<file path="src/core/pgm_pkg.sv">
// Package of constants for the two-group GPIO port and pin mux
// Operation
// Group one: eight GPIO pins with interrupts
// Group two: eight GPIO pins with interrupts
// Writing one clears interrupt flag bit
// Mode bit zero GPIO, one peripheral
// Two-bit function field per pin
// Group one function 0 peripheral map
// Group one functions 2, 3 unassigned
// Function 1 hands pin to multiplexer
// Group two function 0 converter map
// Group two function 3 LCD segments
// Group two filter register reads zero
// Reset clears fields; upper bits zero
// Edge sets flag; enabled flags raise interrupt
package pgm_pkg;
  localparam int PGM_PINS = 8;
  localparam int PGM_GROUPS = 2;
  // Byte offsets inside one group; group two sits one stride above
  localparam logic [7:0] PGM_OFS_DATA = 8'h00;
  localparam logic [7:0] PGM_OFS_IOEN = 8'h04;
  localparam logic [7:0] PGM_OFS_RCTL = 8'h08;
  localparam logic [7:0] PGM_OFS_INTF = 8'h0C;
  localparam logic [7:0] PGM_OFS_INTCTL = 8'h10;
  localparam logic [7:0] PGM_OFS_FILTER = 8'h14;
  localparam logic [7:0] PGM_OFS_MODE = 8'h18;
  localparam logic [7:0] PGM_OFS_FUNC = 8'h1C;
  localparam logic [7:0] PGM_GROUP_STRIDE = 8'h20;
  localparam logic [7:0] PGM_RESET_BYTE = 8'h00;
  localparam logic [15:0] PGM_RESET_HALF = 16'h0000;
  localparam logic [15:0] PGM_FILTER_G2_VALUE = 16'h0000;
  localparam int PGM_FIELD_W = 2;
  typedef enum logic [1:0] {
    PGM_FUNC_0 = 2'b00,
    PGM_FUNC_MUX = 2'b01,
    PGM_FUNC_2 = 2'b10,
    PGM_FUNC_3 = 2'b11
  } pgm_func_type;
endpackage

</file>
<file path="src/core/pgm_port.sv">
// Two 8-pin GPIO groups with interrupts, a group-one filter, pin mux and APB registers
//
// Added by the designer: the placing of the registers and the APB slave port.
`timescale 1ns/1ps
module pgm_port
  import pgm_pkg::*;
#(
  parameter int ADDR_W = 8
) (
  input wire logic pclk,
  input wire logic presetn,
  input wire logic [ADDR_W-1:0] paddr,
  input wire logic psel,
  input wire logic penable,
  input wire logic pwrite,
  input wire logic [31:0] pwdata,
  output logic [31:0] prdata,
  output logic pready,
  output logic pslverr,
  input wire logic [7:0] grp1_pin_in,
  output logic [7:0] grp1_pin_out,
  output logic [7:0] grp1_pin_oe_n,
  output logic [7:0] grp1_pull_enable,
  output logic [7:0] grp1_pull_direction,
  output logic [7:0] grp1_pad_input_enable,
  output logic [7:0] grp1_periph_in,
  input wire logic [7:0] grp1_func0_out,
  input wire logic [7:0] grp1_func0_drive,
  input wire logic [7:0] grp1_mux_out,
  input wire logic [7:0] grp1_mux_drive,
  input wire logic [7:0] grp2_pin_in,
  output logic [7:0] grp2_pin_out,
  output logic [7:0] grp2_pin_oe_n,
  output logic [7:0] grp2_pull_enable,
  output logic [7:0] grp2_pull_direction,
  output logic [7:0] grp2_pad_input_enable,
  output logic [7:0] grp2_periph_in,
  input wire logic [7:0] grp2_func0_out,
  input wire logic [7:0] grp2_func0_drive,
  input wire logic [7:0] grp2_mux_out,
  input wire logic [7:0] grp2_mux_drive,
  input wire logic [7:0] grp2_lcd_seg_out,
  input wire logic [7:0] grp2_lcd_seg_drive,
  output logic irq
);

  typedef struct packed {
    logic [1:0][7:0] sync1;
    logic [1:0][7:0] sync2;
    logic [1:0][7:0] sync3;
    logic [1:0][7:0] filt;
    logic [1:0][7:0] in_value;
    logic [1:0][7:0] out_value;
    logic [1:0][7:0] input_enable;
    logic [1:0][7:0] output_enable;
    logic [1:0][7:0] pull_direction;
    logic [1:0][7:0] pull_enable;
    logic [1:0][7:0] irq_flag;
    logic [1:0][7:0] edge_select;
    logic [1:0][7:0] irq_enable;
    logic [7:0] filter_enable;
    logic [1:0][7:0] role_select;
    logic [1:0][15:0] func_field;
    logic [1:0][7:0] pin_out;
    logic [1:0][7:0] pin_oe_n;
    logic [1:0][7:0] periph_in;
    logic [31:0] prdata;
    logic pready;
    logic pslverr;
    logic irq;
  } pgm_state_type;

  pgm_state_type r;
  pgm_state_type next_r;

  logic [1:0][7:0] pin_in_v;
  logic [1:0][7:0] f0_out;
  logic [1:0][7:0] f0_drv;
  logic [1:0][7:0] mx_out;
  logic [1:0][7:0] mx_drv;
  logic [1:0][7:0] f3_out;
  logic [1:0][7:0] f3_drv;

  assign pin_in_v = {grp2_pin_in, grp1_pin_in};
  assign f0_out = {grp2_func0_out, grp1_func0_out};
  assign f0_drv = {grp2_func0_drive, grp1_func0_drive};
  assign mx_out = {grp2_mux_out, grp1_mux_out};
  assign mx_drv = {grp2_mux_drive, grp1_mux_drive};
  // Group one has nothing on function 3
  assign f3_out = {grp2_lcd_seg_out, 8'h00};
  assign f3_drv = {grp2_lcd_seg_drive, 8'h00};

  // Register address decode
  logic [ADDR_W-1:0] local_ofs;
  logic addr_group;
  logic addr_ok;
  logic wr_now;
  logic [15:0] wdata16;
  logic [1:0][7:0] flag_clr;
  logic [1:0][7:0] edge_hit;

  assign addr_group = paddr >= ADDR_W'(PGM_GROUP_STRIDE);
  assign local_ofs = addr_group ? paddr - ADDR_W'(PGM_GROUP_STRIDE) : paddr;
  assign addr_ok = (paddr < ADDR_W'(2 * PGM_GROUP_STRIDE)) && (paddr[1:0] == 2'b00);
  // Writes take effect at the access edge, which is the one where pready is high
  assign wr_now = psel && penable && pwrite && r.pready && !r.pslverr;
  assign wdata16 = pwdata[15:0];

  function automatic logic [15:0] read_reg(input pgm_state_type s, input int g,
                                           input logic [ADDR_W-1:0] ofs);
    logic [15:0] v;
    v = PGM_RESET_HALF;
    case (ofs)
      ADDR_W'(PGM_OFS_DATA): v = {s.out_value[g], s.in_value[g]};
      ADDR_W'(PGM_OFS_IOEN): v = {s.input_enable[g], s.output_enable[g]};
      ADDR_W'(PGM_OFS_RCTL): v = {s.pull_direction[g], s.pull_enable[g]};
      ADDR_W'(PGM_OFS_INTF): v = {PGM_RESET_BYTE, s.irq_flag[g]};
      ADDR_W'(PGM_OFS_INTCTL): v = {s.edge_select[g], s.irq_enable[g]};
      ADDR_W'(PGM_OFS_FILTER): v = (g == 0) ? {PGM_RESET_BYTE, s.filter_enable}
                                           : PGM_FILTER_G2_VALUE;
      ADDR_W'(PGM_OFS_MODE): v = {PGM_RESET_BYTE, s.role_select[g]};
      ADDR_W'(PGM_OFS_FUNC): v = s.func_field[g];
      default: v = PGM_RESET_HALF;
    endcase
    return v;
  endfunction

  always_comb begin
    next_r = r;
    flag_clr = '0;
    edge_hit = '0;
    // Pin synchronisers; the filter compares the second and third stages, the unfiltered path takes the second
    next_r.sync1 = pin_in_v;
    next_r.sync2 = r.sync1;
    next_r.sync3 = r.sync2;
    for (int g = 0; g < PGM_GROUPS; g++) begin
      for (int y = 0; y < PGM_PINS; y++) begin
        // Filter passes a level only after two equal samples; group two has none
        if (g == 0 && r.filter_enable[y]) begin
          if (r.sync2[g][y] == r.sync3[g][y]) begin
            next_r.filt[g][y] = r.sync2[g][y];
          end
        end else begin
          next_r.filt[g][y] = r.sync2[g][y];
        end
        next_r.in_value[g][y] = r.filt[g][y] & r.input_enable[g][y];
        // Edge select zero is rising, one is falling
        edge_hit[g][y] = r.edge_select[g][y] ? (r.in_value[g][y] & ~next_r.in_value[g][y])
                                             : (~r.in_value[g][y] & next_r.in_value[g][y]);
        // Pin drive: GPIO or the selected peripheral
        if (!r.role_select[g][y]) begin
          next_r.pin_out[g][y] = r.out_value[g][y];
          next_r.pin_oe_n[g][y] = ~r.output_enable[g][y];
        end else begin
          case (pgm_func_type'(r.func_field[g][2*y +: PGM_FIELD_W]))
            PGM_FUNC_0: begin
              next_r.pin_out[g][y] = f0_out[g][y];
              next_r.pin_oe_n[g][y] = ~f0_drv[g][y];
            end
            PGM_FUNC_MUX: begin
              next_r.pin_out[g][y] = mx_out[g][y];
              next_r.pin_oe_n[g][y] = ~mx_drv[g][y];
            end
            PGM_FUNC_3: begin
              next_r.pin_out[g][y] = f3_out[g][y];
              next_r.pin_oe_n[g][y] = ~f3_drv[g][y];
            end
            default: begin
              next_r.pin_out[g][y] = 1'b0;
              next_r.pin_oe_n[g][y] = 1'b1;
            end
          endcase
        end
      end
      next_r.periph_in[g] = r.filt[g];
    end
    // Register writes
    if (wr_now) begin
      for (int g = 0; g < PGM_GROUPS; g++) begin
        if (addr_group == g[0]) begin
          case (local_ofs)
            ADDR_W'(PGM_OFS_DATA): next_r.out_value[g] = wdata16[15:8];
            ADDR_W'(PGM_OFS_IOEN): begin
              next_r.input_enable[g] = wdata16[15:8];
              next_r.output_enable[g] = wdata16[7:0];
            end
            ADDR_W'(PGM_OFS_RCTL): begin
              next_r.pull_direction[g] = wdata16[15:8];
              next_r.pull_enable[g] = wdata16[7:0];
            end
            ADDR_W'(PGM_OFS_INTF): flag_clr[g] = wdata16[7:0];
            ADDR_W'(PGM_OFS_INTCTL): begin
              next_r.edge_select[g] = wdata16[15:8];
              next_r.irq_enable[g] = wdata16[7:0];
            end
            ADDR_W'(PGM_OFS_FILTER): begin
              if (g == 0) begin
                next_r.filter_enable = wdata16[7:0];
              end
            end
            ADDR_W'(PGM_OFS_MODE): next_r.role_select[g] = wdata16[7:0];
            ADDR_W'(PGM_OFS_FUNC): next_r.func_field[g] = wdata16;
            default: next_r.pslverr = r.pslverr;
          endcase
        end
      end
    end
    // New edges win over a clear in the same cycle
    for (int g = 0; g < PGM_GROUPS; g++) begin
      next_r.irq_flag[g] = (r.irq_flag[g] & ~flag_clr[g]) | edge_hit[g];
    end
    next_r.irq = |({next_r.irq_flag[1], next_r.irq_flag[0]} &
                   {next_r.irq_enable[1], next_r.irq_enable[0]});
    // APB: answer is prepared in the setup cycle, so every access has no wait state
    next_r.pready = psel && !penable;
    if (psel && !penable) begin
      next_r.pslverr = !addr_ok;
      next_r.prdata = addr_ok ? {16'h0000, read_reg(r, addr_group ? 1 : 0, local_ofs)}
                              : 32'h0000_0000;
    end
  end

  always_ff @(posedge pclk or negedge presetn) begin
    if (!presetn) begin
      r <= '0;
      r.pin_oe_n <= '1;
    end else begin
      r <= next_r;
    end
  end

  assign prdata = r.prdata;
  assign pready = r.pready;
  assign pslverr = r.pslverr;
  assign grp1_pin_out = r.pin_out[0];
  assign grp1_pin_oe_n = r.pin_oe_n[0];
  assign grp1_pull_enable = r.pull_enable[0];
  assign grp1_pull_direction = r.pull_direction[0];
  assign grp1_pad_input_enable = r.input_enable[0];
  assign grp1_periph_in = r.periph_in[0];
  assign grp2_pin_out = r.pin_out[1];
  assign grp2_pin_oe_n = r.pin_oe_n[1];
  assign grp2_pull_enable = r.pull_enable[1];
  assign grp2_pull_direction = r.pull_direction[1];
  assign grp2_pad_input_enable = r.input_enable[1];
  assign grp2_periph_in = r.periph_in[1];
  assign irq = r.irq;
endmodule

</file>
<file path="config.mk">
export PLATFORM = sky130hd
export DESIGN_NAME = pgm_port
export DESIGN_NICKNAME = d
export VERILOG_FILES = /design/src/core/pgm_pkg.sv /design/src/core/pgm_port.sv
export SDC_FILE = /design/constraint.sdc
export NUM_CORES = 1
export LEC_CHECK = 0
export BUFFER_PORTS_ARGS = -buffer_cell sky130_fd_sc_hd__buf_2
export CAP_MARGIN = 20
export CORE_AREA = 8 8 201 203
export DETAILED_ROUTE_END_ITERATION = 8
export DIE_AREA = 0 0 209 211
export HOLD_SLACK_MARGIN = 0.08
export MAX_ROUTING_LAYER = met4
export PLACE_DENSITY_LB_ADDON = 0.12
export SKIP_LAST_GASP = 1
export SLEW_MARGIN = 10
export SYNTH_ARGS = -nofsm -noshare
export SYNTH_HDL_FRONTEND = slang
export SYNTH_SLANG_ARGS = --single-unit
</file>
<file path="constraint.sdc">
create_clock -name pclk -period 2.69 [get_ports pclk]
set_clock_uncertainty 0.1 [all_clocks]
set_input_delay 0.1345 -clock pclk [delete_from_list [all_inputs] [get_ports pclk]]
set_output_delay 0.1345 -clock pclk [all_outputs]
set_load 0.02 [all_outputs]
</file>
### Word level (Yosys, flattened, before mapping)

Index checks and enable logic that the tools add are counted.

| storage, ports and cells | value |
|---|---|
| output and inout bits | 131 |
| register bits after elaboration | 339 |
| word-level logic and storage cells | 436 |

| cells by class | value |
|---|---|
| multiplexer cells | 152 |
| add/sub/neg operators | 1 |
| bitwise operators | 144 |
| reduce and logical (&&, ||, !) cells | 42 |
| equal/unequal tests | 47 |
| order comparisons | 3 |

Operators by type and width:

| kind | count |
|---|---|
| two-way mux 8 bit | 43 |
| two-way mux 16 bit | 10 |
| one-hot mux 16 bit (8 select lines) | 1 |
| inverter 1 bit | 89 |
| two-way mux 72 bit | 1 |
| two-way mux 1 bit | 65 |
| AND 1 bit | 48 |
| one-hot mux 1 bit (3 select lines) | 16 |
| AND reduction 3 bit | 13 |
| zero test 2 bit | 17 |
| == test 2 x 1 -> 1 bit (second input constant) | 16 |
| == test 8 x 5 -> 1 bit (second input constant) | 4 |
| zero test 32 bit | 1 |
| one-hot mux 1 bit (2 select lines) | 16 |
| AND 16 bit | 1 |
| AND 8 bit | 2 |
| == test 2 bit (second input constant) | 8 |
| == test 8 x 4 -> 1 bit (second input constant) | 2 |
| inequality test 2 x 1 -> 1 bit (second input constant) | 8 |
| inverter 8 bit | 2 |
| OR 8 bit | 2 |
| OR reduction 16 bit | 1 |
| == test 1 bit | 8 |
| == test 8 x 3 -> 1 bit (second input constant) | 1 |
| 7 further kinds | 14 |

### Longest topological paths before layout

| depth | value |
|---|---|
| word-level depth | 11 |
| gate-level depth with buffers | 13 |
| gate-level depth less buffers | 9 |

### Worst setup path after synthesis

Ideal clock, no wire load.

| timing path | value |
|---|---|
| path kind | register -> register |
| start | reg r (netlist bit pslverr) |
| end | reg r (netlist bit irq) |
| setup time | 0.139 ns |
| path slack | -0.227 ns |
| buffers on the path | 1 |
| stages on the path, launching flop included | 8 |
| data required time | 2.451 ns |
| data arrival time | 2.679 ns |
| path through | dfrtp_1 nor2b_1 nand4_1 nor2_1 clkbuf_1 mux2_2 a2111o_1 or4_1 |

RTL lines:

| item | RTL line | RTL |
|---|---|---|
| start: declaration | pgm_port.sv:73 | `pgm_state_type r;` |
| start signal: assignment | pgm_port.sv:228 | `r <= next_r;` |

==> flow_summary_export.csv <==
group,metric,value,unit
cells_and_area,final_common_cell,"dfrtp_1",
synthesis,ys_top_cells_by_area,"dfrtp_1 52%, mux2_2 13%, buf_4 6.5%, mux2i_1 4.0%, nand2_1 3.4%",
synthesis,ys_seq_area_frac,0.5514,
place,gp_congestion,0.9141,
setup_path,crit_fanout,6,
cells_and_area,final_area,0.01897,mm²
place,place_area,0.01660,mm²
cts,clockBufferDepth,3,
setup_path,worstPathRequired,3.00,ns
sta,fmax,0.3643,GHz
cells_and_area,layout_common_cells,"307 x dfrtp_1, 239 x buf_2, 167 x mux2_2",
routing,vias,11259,
status,violations,"setup timing",
global_route,antenna_found_initial,0,
sta,tightest_slew,0.8012,ns
routing,ant_nets,0,
routing,via_per_inst,5.298,
power_and_ir_drop,switching_share,0.2261,
global_route,use_met2,0.3732,
cts,cts_inserted_buffers,38,
sta,setup_viol,1,
cts,cts-root-buf,"clkbuf_16",
setup_path,arrival,3.06,ns
power_and_ir_drop,cellLeakagePower,9.197,nW
power_and_ir_drop,p_switching,2.496,mW
power_and_ir_drop,powerDensity,581.8,mW/mm²
power_and_ir_drop,combPwrFrac,0.062,
cells_and_area,drive_above_1_share,0.3882,
floorplan,die_x,209,µm
cells_and_area,antenna_cells,0,
place,pre_cts_slack,-0.4401,ns
global_route,grt.met3_usage,0.03561,
place,portBuffers,239,
flow_run,drv_cap,0,
setup_path,reg2regPathDepth,7,
routing,wire_per_inst,24.41,µm
setup_path,criticalPathCategory,"reg -> reg",
global_route,grt_pass1_wl,77.98,mm
sta,final_max_slew_viol_count,0,
synthesis,syn_area_per_cell,11.48,µm²
global_route,track_usage,0.2404,
global_route,grt-ovfl-total,0,
global_route,grt_pass1_vias,11763,
cells_and_area,final_core_util,0.5109,
power_and_ir_drop,pwr-share-seq,0.449,
power_and_ir_drop,power_frac_clock,0.489,
sta,worst_slack,-0.05535,ns
synthesis,yosys_warnings,0,
cells_and_area,area_delta_synth_final,29.08,%
routing,drtIter0Drc,786,
routing,drt_first_pass_iters,7,
synthesis,syn_inst,1280,
cts,cts.sinks,323,
global_route,gr-usage-met1,0.3316,
cts,tritoncts,"done",
floorplan,coreArea,0.03713,mm²
sta,rsz0062_at_grt,"true",
power_and_ir_drop,vdd_drop_max,364.8,µV
global_route,busiest_layer,"met2",
synthesis,ys_types,54,
sta,post-route-min-period,2.745,ns
synthesis,synth_largest_area_cell,"dfrtp_1",
sta,hold_violations,0,
synthesis,synth_edf_count,0,
sta,slew_headroom,0.4629,
cts,cts_max_level,2,
place,hpwl,38.76,mm
floorplan,num_io_pins,272,
synthesis,synth_ff_type,"dfrtp_1",
cells_and_area,layout.nets,1765,
cts,cts.clk_slew.worst_paths,0.06,ns
synthesis,netlist.area_leader.share,0.5228,
setup_path,startpoint_type,"flip-flop",
synthesis,syn_area,0.01470,mm²
global_route,grt_max_degree,79,
setup_path,end_kind,"flip-flop",
power_and_ir_drop,internal-power,8.541,mW
floorplan,die_area,0.04410,mm²
cts,clk_latency,0.54,ns
synthesis,async_reset_ff_frac,1.000,
sta,finalCritPeriodShare,1.021,
min_path,hold_path.class,"in -> async",
floorplan,start_util,0.3957,
synthesis,synth_seq_cells,323,
floorplan,rows,71,
floorplan,die_h,211,µm
routing,drc,0,
routing,routed_wl,51.88,mm
status,status,"finished, violations left",
==> cell type report <==
cell class,count,area [µm²]
fill,3384,18160
clock inverter,10,111.4
sequential,323,8103
timing repair buffer,474,3432
tap,474,593.1
multi-input combinational,772,5458
inverter,13,48.80
clock buffer,59,1224
==> power by group through the flow <==
stage | Combinational (mW) | Clock [mW] | Sequential (mW)
floorplan | 0.229 | 0 | 5.03
global placement | 0.581 | 0 | 5.04
detailed placement | 0.584 | 0 | 5.04
CTS | 0.690 | 5.53 | 4.96
global route | 0.749 | 5.73 | 4.96
finish | 0.685 | 5.40 | 4.96
==> Yosys cell counts (all sizes together) (12+ instances only) <==
cell type,n
dfrtp,307
nor3,20
dfstp,16
nand3,22
o21ai,43
nor2,72
clkbuf,44
buf,143
nand2,133
inv,13
a21oi,72
mux2,170
mux2i,58
and2,12
a221oi,16
nand2b,12
==> cell families after synthesis <==
logic type      count (synthesis)  share of synthesized area
simple gates                  307                    0.09451
xor+xnor                        1                  0.0005961
other cells                     1                  0.0002552
flops                         323                     0.5514
buf+inv                       200                    0.08429
mux                           228                     0.1703
compound gates                218                    0.09698
fa+ha+maj                       2                   0.001703
==> critical path, cell delays in order, from the launching register on <==
cell and delay (ns):
dfrtp_1 0.35, and3_4 0.21, nand4_1 0.21, nor2_4 0.28, mux2_4 0.34, a2111o_1 0.37
a2111o_1 0.29, or4_1 0.46
==> path summary, 6_finish.rpt <==
| kind | startpoint | end | slack [ns] |
|---|---|---|---|
| max reg2reg | pready | irq | -0.06 |
| max in group asynchronous | presetn | r[168] | 1.56 |
| max | pready | irq | -0.06 |
| min in group pclk | pwdata[11] | r[166] | 0.10 |
| min | presetn | grp2_pin_out[1] | 0.07 |
| min reg2reg | next_r[319] | next_r[303] | 0.25 |
==> flip-flops by register name, summed over array words and instances (netlist names) <==
signal,count
grp2_pad_input_enable,8
grp1_pull_direction,8
pslverr,1
grp1_pull_enable,8
grp1_pad_input_enable,8
r,160
pready,1
grp2_pull_direction,8
prdata,16
grp2_pull_enable,8
next_r,48
grp1_periph_in,8
grp2_pin_oe_n,8
grp2_periph_in,8
grp1_pin_out,8
irq,1
grp1_pin_oe_n,8
grp2_pin_out,8
==> layer usage <==
metal,vias up,share of wire
met4,0,0.018
met3,63,0.054
li1,5101,-
met1,5737,0.46
met2,358,0.47
met5,-,0
==> timing repair <==
| item | in CTS | in global routing |
|---|---|---|
| setup endpoints to repair | 1 | 2 |
| resized for setup | 8 | 3 |
| buffers inserted | 0 | 2 |
| endpoints found under the hold margin | 399 | 0 |
| pin swaps | 2 | 4 |
| hold buffers | 99 | 0 |
==> through the flow <==
step / power (mW) / instances / setup TNS [ns] / hold slack [ns]
after floorplan: 5.263 / 1295 / -0.1183 / -0.2611
final: 11.04 / 2125 / -0.05535 / 0.07413
after CTS: 11.17 / 2122 / -0.1045 / 0.08356
after detailed placement: 5.627 / 1954 / -28.27 / 0.08709
after global routing: 11.44 / 2125 / -0.1576 / 0.09280
after global placement: 5.623 / 1954 / -21.83 / 0.09464
(Power assumes the default switching activity.)
